## config.mk

```make
export PLATFORM = sky130hd
export DESIGN_NAME = charger_supervision
export DESIGN_NICKNAME = d
export VERILOG_FILES = /design/src/charger_pkg.sv /design/src/blink_if.sv /design/src/charger_supervision.sv /design/src/blink_gen.sv
export VERILOG_INCLUDE_DIRS = /design/src
export SDC_FILE = /design/constraint.sdc
export NUM_CORES = 1
export LEC_CHECK = 0
export ABC_AREA = 1
export BUFFER_PORTS_ARGS = -buffer_cell sky130_fd_sc_hd__buf_2
export CAP_MARGIN = 15
export CORE_MARGIN = 2
export CORE_UTILIZATION = 60
export DETAILED_ROUTE_END_ITERATION = 10
export HOLD_SLACK_MARGIN = 0.1
export PLACE_DENSITY = 0.87
export SLEW_MARGIN = 20
export SYNTH_ARGS = -nofsm -noshare
export SYNTH_HDL_FRONTEND = slang
export SYNTH_HIERARCHICAL = 1
export SYNTH_SLANG_ARGS = --single-unit
```

## constraint.sdc

```tcl
create_clock -name CLK_SYS -period 8.8 [get_ports CLK_SYS]
set_clock_uncertainty 0.1 [all_clocks]
set_input_delay 1.76 -clock CLK_SYS [delete_from_list [all_inputs] [get_ports CLK_SYS]]
set_output_delay 1.76 -clock CLK_SYS [all_outputs]
set_load 0.02 [all_outputs]
```

## src/charger_regs.svh

```systemverilog
// Register offsets, field positions, reset values and timing counts
`ifndef CHARGER_REGS_SVH
`define CHARGER_REGS_SVH
`define ADDR_SUPERVISION 8'h04
`define ADDR_STATUS1 8'h05
`define ADDR_STATUS2 8'h06
`define SUPERVISION_RESET 8'h4A
`define LIMIT_LSB 0
`define LIMIT_MSB 3
`define TMAX_BIT 4
`define MODE_LSB 5
`define MODE_MSB 7
`define CLK_HZ 200000000
`define HALF_HOUR_S 1800
`define FAST_BLINK_HZ 5
`define SLOW_BLINK_HZ 1
`define FAST_HALF_CYC (`CLK_HZ / (2 * `FAST_BLINK_HZ))
`define SLOW_HALF_CYC (`CLK_HZ / (2 * `SLOW_BLINK_HZ))
`define HALF_HOUR_CYC (64'(`CLK_HZ) * 64'(`HALF_HOUR_S))
`endif

```

## src/charger_pkg.sv

```systemverilog
// Types shared by the supervision block
package charger_pkg;
  typedef enum logic [2:0] {
    IND_OFF, IND_ADAPTER, IND_ADAPTER_FAST, IND_CHARGE_FAST,
    IND_CHARGE_SLOW, IND_ADAPTER_SLOW, IND_RSV6, IND_RSV7
  } ind_mode_e;
  typedef enum logic [1:0] {PAT_OFF, PAT_ON, PAT_SLOW, PAT_FAST} pattern_e;
endpackage

```

## src/blink_if.sv

```systemverilog
// Pattern request and pin level between supervisor and blinker
`timescale 1ns/1ps
interface blink_if;
  charger_pkg::pattern_e pattern;
  logic pin_on;
  modport ctrl (output pattern, input pin_on);
  modport gen (input pattern, output pin_on);
endinterface

```

## src/charger_supervision.sv

```systemverilog
// Charger supervision register, status registers, timer and indicator
`timescale 1ns/1ps
`include "charger_regs.svh"
module charger_supervision (
  input wire logic CLK_SYS,
  input wire logic SYS_RST,
  input wire logic REG_WR,
  input wire logic REG_RD,
  input wire logic [7:0] REG_ADDR,
  input wire logic [7:0] REG_WDATA,
  output logic [7:0] REG_RDATA,
  input wire logic ADAPTER_PRESENT,
  input wire logic CHARGE_ENABLE,
  input wire logic CHARGING,
  input wire logic CONST_CURRENT_PHASE,
  input wire logic TRICKLE_PHASE,
  input wire logic CONST_VOLTAGE_PHASE,
  input wire logic BATTERY_RESUME,
  input wire logic CHARGE_DONE,
  input wire logic TEMP_HIGH,
  input wire logic THERM_OPEN,
  input wire logic THERM_SUPERVISION_EN,
  input wire logic BATTERY_LOW,
  input wire logic BATTERY_OVERVOLTAGE,
  input wire logic INPUT_LOW,
  input wire logic INPUT_OVERVOLTAGE,
  input wire logic INPUT_UNDERVOLTAGE_LOCKOUT,
  input wire logic BOOST_ACTIVE,
  input wire logic BOOST_OVERCURRENT_DEB,
  input wire logic BATTERY_BELOW_BOOST_MIN,
  input wire logic CURRENT_LIMIT_ACTIVE,
  input wire logic DIE_OVERHEAT,
  output logic CHARGE_STOP,
  output logic STATUS_PIN
);
  import charger_pkg::*;

  typedef struct packed {
    logic [3:0] limit;
    logic tmax;
    ind_mode_e mode;
    logic [43:0] timer;
    logic terminated;
    logic [7:0] rdata;
    logic stop;
    logic pin;
  } sup_s;
  sup_s st_r;
  sup_s st_nxt;

  blink_if bl ();
  blink_gen u_blink (
    .clk(CLK_SYS),
    .rst(SYS_RST),
    .bl(bl)
  );

  // Limit in cycles: code times a half hour
  function automatic logic [43:0] limit_cycles(input logic [3:0] code);
    limit_cycles = 44'(64'(code) * `HALF_HOUR_CYC);
  endfunction

  logic hot;
  logic absent;
  logic halt;
  logic boost_fault;
  logic [7:0] status1;
  logic [7:0] status2;
  logic [7:0] supervision;
  logic sup_wr;
  logic expire;

  // Live status views; comparator levels pass through ungated except hot (gated by adapter) and absent (gated by supervision enable)
  always_comb begin
    hot = TEMP_HIGH & ADAPTER_PRESENT;
    absent = THERM_OPEN & THERM_SUPERVISION_EN;
    boost_fault = BOOST_OVERCURRENT_DEB | BATTERY_BELOW_BOOST_MIN |
                  INPUT_OVERVOLTAGE | CURRENT_LIMIT_ACTIVE;
    halt = st_r.tmax | (TEMP_HIGH & THERM_SUPERVISION_EN) |
           INPUT_OVERVOLTAGE | BATTERY_OVERVOLTAGE |
           INPUT_UNDERVOLTAGE_LOCKOUT | DIE_OVERHEAT;
    status1 = {absent, hot, st_r.terminated, CONST_VOLTAGE_PHASE,
               TRICKLE_PHASE, BATTERY_RESUME, CONST_CURRENT_PHASE,
               ADAPTER_PRESENT};
    status2 = {halt, boost_fault, BOOST_ACTIVE, INPUT_UNDERVOLTAGE_LOCKOUT,
               INPUT_OVERVOLTAGE, INPUT_LOW, BATTERY_OVERVOLTAGE,
               BATTERY_LOW};
    supervision = {st_r.mode, st_r.tmax, st_r.limit};
    sup_wr = REG_WR & (REG_ADDR == `ADDR_SUPERVISION);
    // Expiry: the count has reached code times a half hour less one, in the last charging cycle of the limit
    expire = st_r.limit != 4'h0 && CHARGING && !st_r.tmax &&
             st_r.timer >= limit_cycles(st_r.limit) - 44'h1;
  end

  // Next state: register writes, timer, termination flag, stop, read data, pin
  always_comb begin
    st_nxt = st_r;
    // Status addresses ignore writes, keeping them read-only
    if (sup_wr) begin
      st_nxt.limit = REG_WDATA[`LIMIT_MSB:`LIMIT_LSB];
      st_nxt.mode = ind_mode_e'(REG_WDATA[`MODE_MSB:`MODE_LSB]);
    end
    // Timer: write of 0 to the hit bit restarts it and clears the hit
    if (sup_wr && !REG_WDATA[`TMAX_BIT]) begin
      st_nxt.timer = '0;
      st_nxt.tmax = expire; // Expiry in the same cycle still wins
    end else if (expire) begin
      st_nxt.tmax = 1'b1;
    end else if (st_r.limit != 4'h0 && CHARGING && !st_r.tmax) begin
      st_nxt.timer = st_r.timer + 44'h1;
    end
    // Termination flag: set wins over the clears
    if (CHARGE_DONE) begin
      st_nxt.terminated = 1'b1;
    end else if (!CHARGE_ENABLE || BATTERY_RESUME) begin
      st_nxt.terminated = 1'b0;
    end
    st_nxt.stop = halt;
    // Read data registered one cycle after the strobe
    if (REG_RD) begin
      case (REG_ADDR)
        `ADDR_SUPERVISION: st_nxt.rdata = supervision;
        `ADDR_STATUS1: st_nxt.rdata = status1;
        `ADDR_STATUS2: st_nxt.rdata = status2;
        default: st_nxt.rdata = 8'h00;
      endcase
    end
    st_nxt.pin = bl.pin_on;
  end

  // Pattern choice: fault blink beats termination blink beats steady on
  always_comb begin
    bl.pattern = PAT_OFF;
    case (st_r.mode)
      IND_OFF: bl.pattern = PAT_OFF;
      IND_ADAPTER: bl.pattern = ADAPTER_PRESENT ? PAT_ON : PAT_OFF;
      IND_ADAPTER_FAST: begin
        if (halt || boost_fault) bl.pattern = PAT_FAST;
        else if (ADAPTER_PRESENT) bl.pattern = PAT_ON;
      end
      IND_CHARGE_FAST: begin
        if (halt || boost_fault) bl.pattern = PAT_FAST;
        else if (CHARGING) bl.pattern = PAT_ON;
      end
      IND_CHARGE_SLOW: begin
        if (halt || boost_fault) bl.pattern = PAT_FAST;
        else if (st_r.terminated) bl.pattern = PAT_SLOW;
        else if (CHARGING) bl.pattern = PAT_ON;
      end
      IND_ADAPTER_SLOW: begin
        if (halt || boost_fault) bl.pattern = PAT_FAST;
        else if (st_r.terminated) bl.pattern = PAT_SLOW;
        else if (ADAPTER_PRESENT) bl.pattern = PAT_ON;
      end
      default: bl.pattern = PAT_OFF;
    endcase
  end

  // State register
  always_ff @(posedge CLK_SYS or posedge SYS_RST) begin
    if (SYS_RST) begin
      st_r <= '0;
      st_r.limit <= 4'(`SUPERVISION_RESET >> `LIMIT_LSB);
      st_r.mode <= ind_mode_e'(3'(`SUPERVISION_RESET >> `MODE_LSB));
    end else begin
      st_r <= st_nxt;
    end
  end

  // Outputs straight from flip-flops
  assign REG_RDATA = st_r.rdata;
  assign CHARGE_STOP = st_r.stop;
  assign STATUS_PIN = st_r.pin;

  // A 0 written to the hit bit restarts the counter; expiry still wins
  limit_clear_a: assert property (@(posedge CLK_SYS)
    disable iff (SYS_RST)
    sup_wr && !REG_WDATA[`TMAX_BIT] |=>
    st_r.timer == '0 && st_r.tmax == $past(expire))
    else $error("timer not restarted by write");
  // Reaching the limit raises the sticky hit bit
  expiry_set_a: assert property (@(posedge CLK_SYS)
    disable iff (SYS_RST)
    expire |=>
    st_r.tmax)
    else $error("hit bit not set at expiry");
  // The hit bit only falls on a 0 write
  tmax_hold_a: assert property (@(posedge CLK_SYS)
    disable iff (SYS_RST)
    st_r.tmax && !(sup_wr && !REG_WDATA[`TMAX_BIT]) |=>
    st_r.tmax)
    else $error("hit bit lost without a clear");
  // Counter idles while not charging
  timer_hold_a: assert property (@(posedge CLK_SYS)
    disable iff (SYS_RST)
    !CHARGING && !sup_wr |=>
    $stable(st_r.timer))
    else $error("timer moved while not charging");
  // Counter steps once per charging cycle below the limit
  timer_step_a: assert property (@(posedge CLK_SYS)
    disable iff (SYS_RST)
    st_r.limit != 4'h0 && CHARGING && !st_r.tmax && !expire && !sup_wr |=>
    st_r.timer == $past(st_r.timer) + 44'h1)
    else $error("timer did not advance while charging");
  // Code 0 keeps the counter still
  timer_off_a: assert property (@(posedge CLK_SYS)
    disable iff (SYS_RST)
    st_r.limit == 4'h0 && !sup_wr |=>
    $stable(st_r.timer))
    else $error("timer moved while disabled");
  // Writes load the limit field
  limit_write_a: assert property (@(posedge CLK_SYS)
    disable iff (SYS_RST)
    sup_wr |=>
    st_r.limit == $past(REG_WDATA[`LIMIT_MSB:`LIMIT_LSB]))
    else $error("limit field not loaded");
  // Writes load the indicator mode field
  mode_write_a: assert property (@(posedge CLK_SYS)
    disable iff (SYS_RST)
    sup_wr |=>
    st_r.mode == $past(REG_WDATA[`MODE_MSB:`MODE_LSB]))
    else $error("mode field not loaded");
  // Input overvoltage, die overheat or a timer hit stops charging one cycle later
  halt_stop_a: assert property (@(posedge CLK_SYS)
    disable iff (SYS_RST)
    (INPUT_OVERVOLTAGE || DIE_OVERHEAT || st_r.tmax) |=>
    CHARGE_STOP)
    else $error("charge not stopped on fault");
  // With no halt cause the stop output falls
  stop_clear_a: assert property (@(posedge CLK_SYS)
    disable iff (SYS_RST)
    !halt |=>
    !CHARGE_STOP)
    else $error("charge stopped with no cause");
  // End of charge sets the termination flag
  term_set_a: assert property (@(posedge CLK_SYS)
    disable iff (SYS_RST)
    CHARGE_DONE |=>
    st_r.terminated)
    else $error("termination flag not set");
  // Enable off clears the termination flag
  term_clear_a: assert property (@(posedge CLK_SYS)
    disable iff (SYS_RST)
    !CHARGE_DONE && !CHARGE_ENABLE |=>
    !st_r.terminated)
    else $error("termination flag not cleared");
  // Resume clears the termination flag
  term_resume_a: assert property (@(posedge CLK_SYS)
    disable iff (SYS_RST)
    !CHARGE_DONE && BATTERY_RESUME |=>
    !st_r.terminated)
    else $error("termination flag kept on resume");
  // Supervision read returns the live fields
  sup_read_a: assert property (@(posedge CLK_SYS)
    disable iff (SYS_RST)
    REG_RD && REG_ADDR == `ADDR_SUPERVISION |=>
    REG_RDATA == $past(supervision))
    else $error("supervision read mismatch");
  // First status read returns the live view
  status_read_a: assert property (@(posedge CLK_SYS)
    disable iff (SYS_RST)
    REG_RD && REG_ADDR == `ADDR_STATUS1 |=>
    REG_RDATA == $past(status1))
    else $error("status read mismatch");
  // Second status read returns the live view
  status2_read_a: assert property (@(posedge CLK_SYS)
    disable iff (SYS_RST)
    REG_RD && REG_ADDR == `ADDR_STATUS2 |=>
    REG_RDATA == $past(status2))
    else $error("second status read mismatch");
  // Read data stands until the next read
  rdata_hold_a: assert property (@(posedge CLK_SYS)
    disable iff (SYS_RST)
    !REG_RD |=>
    $stable(REG_RDATA))
    else $error("read data changed without a read");
  // Pin lags the pattern by two registers
  mode_off_a: assert property (@(posedge CLK_SYS)
    disable iff (SYS_RST)
    st_r.mode == IND_OFF |->
    ##2 !STATUS_PIN)
    else $error("pin lit in off mode");
  // Steady pattern lights the pin two cycles on
  pin_on_a: assert property (@(posedge CLK_SYS)
    disable iff (SYS_RST)
    bl.pattern == PAT_ON |->
    ##2 STATUS_PIN)
    else $error("pin dark in steady pattern");
  // Fault blink outranks the termination blink
  fault_blink_a: assert property (@(posedge CLK_SYS)
    disable iff (SYS_RST)
    st_r.mode == IND_CHARGE_SLOW && halt |->
    bl.pattern == PAT_FAST)
    else $error("fault blink lost priority");
endmodule // charger_supervision

```

## src/blink_gen.sv

```systemverilog
// Steady and blinking pattern generator for the indicator pin
`timescale 1ns/1ps
`include "charger_regs.svh"
module blink_gen (
  input wire logic clk,
  input wire logic rst,
  blink_if.gen bl
);
  import charger_pkg::*;
  typedef struct packed {
    logic [27:0] fast_cnt;
    logic [27:0] slow_cnt;
    logic fast_ph;
    logic slow_ph;
    logic pin;
  } blink_s;
  blink_s st_r;
  blink_s st_nxt;

  // Free-running phases so a pattern change never waits for a restart
  always_comb begin
    st_nxt = st_r;
    if (st_r.fast_cnt == 28'(`FAST_HALF_CYC - 1)) begin
      st_nxt.fast_cnt = '0;
      st_nxt.fast_ph = ~st_r.fast_ph;
    end else begin
      st_nxt.fast_cnt = st_r.fast_cnt + 28'h1;
    end
    if (st_r.slow_cnt == 28'(`SLOW_HALF_CYC - 1)) begin
      st_nxt.slow_cnt = '0;
      st_nxt.slow_ph = ~st_r.slow_ph;
    end else begin
      st_nxt.slow_cnt = st_r.slow_cnt + 28'h1;
    end
    case (bl.pattern)
      PAT_ON: st_nxt.pin = 1'b1;
      PAT_SLOW: st_nxt.pin = st_r.slow_ph;
      PAT_FAST: st_nxt.pin = st_r.fast_ph;
      default: st_nxt.pin = 1'b0;
    endcase
  end

  always_ff @(posedge clk or posedge rst) begin
    if (rst) begin
      st_r <= '0;
    end else begin
      st_r <= st_nxt;
    end
  end

  assign bl.pin_on = st_r.pin;

  fast_period_a: assert property (@(posedge clk) disable iff (rst)
    st_r.fast_cnt == 28'(`FAST_HALF_CYC - 1) |=> $changed(st_r.fast_ph))
    else $error("fast blink phase did not toggle");
endmodule // blink_gen

```

==> metrics.md <==
| Metric | Value |
|---|---|
| Number of antenna violations at the first check in global routing | `0` |
| Clk Latency, worst-skew pair | `0.43 ns` |
| Layout area overhead | `9.42%` |
| Dpl cell area | `11100 um2` |
| Antenna viol nets, final | `0` |
| Overall global routing resource usage | `30.4%` |
| WL per Instance | `14.2 um` |
| Average vias per placed instance | `5.51` |
| Hold-fix buffers, CTS | `0` |
| Parity-gate share of the synthesized area counting xor and xnor cells | `6.69%` |
| Met3 wire len | `1840 um` |
| Cell type of the slowest stage on the worst timing path | `sky130_fd_sc_hd__a21oi_4` |
| Number of global-route vias before repair | `9863` |
| Share of Yosys cell area claimed by the top area cell type | `27.7%` |
| Clock tree from TritonCTS | `done` |
| Die Outline Area | `19000 um2` |
| Final cycle utilization of the critical path | `74.2%` |
| Path type of the worst setup path | `flop to flop` |
| Cell row count | `48` |
| Standard cell core area | `17400 um2` |
| Summed instance area of the synthesized netlist | `10700 um2` |
| Share of flip-flops with an asynchronous set or reset | `100%` |
| Worst VDD drop | `0.160 mV` |
| Effective utilization at floorplan | `61.6%` |
| Total number of nets in the final design | `1804` |
| Final Max Tran Viols | `0` |
| Maximum clock path buffer count | `2` |
| Cell type with the highest aggregate area in the netlist | `sky130_fd_sc_hd__dfrtp_1` |
| Adder-Cell Fraction of Synth Area | `9.00%` |
| Routed vias | `10611` |
| Sequential-to-total area share from yosys stat | `28.5%` |
| Kind of start point of the critical path | `flop` |
| Met1 routed wirelength after detailed routing | `11900 um` |
| Design Area, Final | `11700 um2` |
| I/O pin cnt | `51` |
| Register Area | `3060 um2` |
| Die outline width | `138 um` |
| # fillers | `1468` |
| Signal arrival time at the worst endpoint | `6.79 ns` |
| Final setup violation count | `0` |
| CTS Root Buffer Type | `sky130_fd_sc_hd__clkbuf_16` |
| Count of input and output buffers | `50` |
| Number of buffers inserted during clock tree synthesis | `17` |
| Antenna Cells | `0` |
| Most frequent cells in the layout | `sky130_fd_sc_hd__nand2_1 (520), sky130_fd_sc_hd__nor2_1 (241), sky130_fd_sc_hd__inv_1 (215)` |
| Amount of wire on met2 after detailed routing | `13100 um` |
| DRC errors left | `0` |
| CTS H-Tree Depth | `4` |
| Pin slew with the least headroom to its limit | `1.06 ns` |
| Top layer in use | `met4` |
| Most instantiated flip-flop cell in the synthesis netlist | `sky130_fd_sc_hd__dfrtp_1` |
| Cts repair resizes | `0` |
| Count of mapped cells out of synthesis | `1643` |
| Power per Cell Area | `153 nW/um2` |
| Crit-path max cell delay | `0.85 ns` |
| Top achievable clock speed | `153 MHz` |
| Area of the multi-input gates | `6660 um2` |
| Setup ws final | `2.27 ns` |
| Sum Neg Setup Slack | `0 ns` |
| Post-synth net total | `1760` |
| Gpl congestion | `0.973` |
| Clock edge transition at the registers on the reported setup and hold paths | `0.06 ns` |
| Register-to-register setup slack | `2.27 ns` |
| Distinct cell type count of the synthesized netlist | `48` |
| Final Hold Fails | `0` |
| Required @ worst endpoint | `9.06 ns` |
| Share of final-layout standard cells stronger than drive strength 1 | `9.65%` |
| Most area-consuming cells after synthesis | `sky130_fd_sc_hd__dfrtp_1 (28%), sky130_fd_sc_hd__nand2_1 (18%), sky130_fd_sc_hd__ha_1 (8.6%)` |
| Number of synthesized flops with an enable pin | `0` |
| Leak pwr | `6.26 nW` |
| Number of DRC markers in iteration 0 | `879` |
| Critical Path Fanout Max | `41` |
| Worst rel slew slack | `29.4%` |
| Final wirelength | `27400 um` |
| Setup repair after global routing missed its margin | `no` |
| CP endpoint kind | `flop` |
| Share of synthesized area spent on multiplexers | `0.525%` |
| Residual overflow from global routing | `0` |
| Min cycle time layout | `6.53 ns` |
| Post-placement cell count | `1893` |
| DRT Pass-1 Iters | `5` |
| First-pass GRT wire length | `46100 um` |
| Non-filler instance count after layout | `1925` |
| Detail Placement HPWL | `20700 um` |
| Clock sink total | `122` |
| Mean area per synthesized cell | `6.53 um2` |
| Post-CTS setup buffer count | `0` |
| Most common cell after layout, fill and taps aside | `sky130_fd_sc_hd__nand2_1` |
| Max-cap violation count | `0` |
| Combinational family with the most area after synthesis | `simple AND/OR/NAND/NOR gates` |
| Most used cell, CP | `sky130_fd_sc_hd__nand2_1` |
| Worst hold path cell count | `0` |
| Area fraction in and, or, nand and nor cells after synthesis | `41.2%` |
| Area fraction in compound gates after synthesis | `4.62%` |
| Register-to-Register Path Depth | `29` |
| Largest net degree at the start of global routing | `64` |
| Classification of the worst-slack hold path | `flop to flop` |
| Run status | `complete, no violations` |
| Synth warn | `6` |
| Flops & latches, synth | `122` |
| Y dimension of the die | `138 um` |
| Pre-CTS setup slack | `2.39 ns` |
-- power breakdown --
| part | leakage (nW) | switching (mW) | internal [mW] |
|---|---|---|---|
| combinational | 4.34 | 0.316 | 0.156 |
| clock | 0.298 | 0.284 | 0.460 |
| sequential | 1.62 | 0.0122 | 0.569 |
| total | 6.26 | 0.613 | 1.19 |
-- state kept, by name, summed over array words and instances (netlist names) --
name               flops
u_blink/st_r          58
st_r                  53
REG_RDATA              8
CHARGE_STOP            1
STATUS_PIN             1
u_blink/bl.pin_on      1
-- kinds of logic (layout without fill, tap and decap cells) --
logic type,after synthesis,after routing
compound gates,87,87
mux,5,5
xor+xnor,82,82
simple gates,1017,1017
fa+ha+maj,76,76
flops,122,122
buf+inv,254,311
-- metrics by stage --
stage                     power (mW)  hold slack, ns  utilization [%]
after detailed placement        1.06           0.243             63.9
after CTS                       1.80           0.266             67.4
after floorplan                0.942           0.231                -
final                           1.80           0.267             67.4
after global routing            1.90           0.283             67.4
after global placement          1.05           0.243             63.9
-- cells in the mapped netlist (18+ instances only) --
cell                      count
sky130_fd_sc_hd__nand2_1    520
sky130_fd_sc_hd__nor2_1     241
sky130_fd_sc_hd__inv_1      218
sky130_fd_sc_hd__dfrtp_1    119
sky130_fd_sc_hd__nand3_1     96
sky130_fd_sc_hd__ha_1        74
sky130_fd_sc_hd__xor2_1      65
sky130_fd_sc_hd__nand4_1     58
sky130_fd_sc_hd__a21oi_1     45
sky130_fd_sc_hd__o21ai_0     23
sky130_fd_sc_hd__nor3_1      19
sky130_fd_sc_hd__nand2_2     18
-- worst paths after layout --
path                                    from                 to
setup / recovery                    st_r[61]           st_r[37]
hold / removal             u_blink/bl.pin_on         STATUS_PIN
setup reg to reg                    st_r[61]           st_r[37]
hold reg to reg            u_blink/bl.pin_on         STATUS_PIN
max in group asynchronous            SYS_RST           st_r[54]
min in group asynchronous            SYS_RST  u_blink/bl.pin_on
-- cell type report --
| type | count | share of cell area [%] |
|---|---|---|
| clock buffers | 18 | 3.74 |
| clock inverters | 14 | 1.57 |
| inverters | 225 | 7.19 |
| multi-input cells | 1267 | 56.7 |
| flip-flops and latches | 122 | 26.0 |
| well taps | 225 | 2.40 |
| repair buffers | 54 | 2.39 |
-- layer usage --
metal | GRT usage, % | vias to the layer above
met5 | 0 | -
li1 | - | 5277
met1 | 39.8 | 4840
met3 | 5.67 | 59
met4 | 10.0 | 0
met2 | 50.7 | 435
-- worst max-delay path: cells and delay by family (launching register included) --
family | cells | cell delay, ns
and+or+nand+nor | 19 | 2.62
adders and majority gates | 4 | 1.29
AOI/OAI and AO/OA | 2 | 1.15
DFF | 1 | 0.66
buffers and inverters | 3 | 0.39
xor gates and xnor gates | 1 | 0.22
No activity file was read; power rests on OpenSTA's default activity.
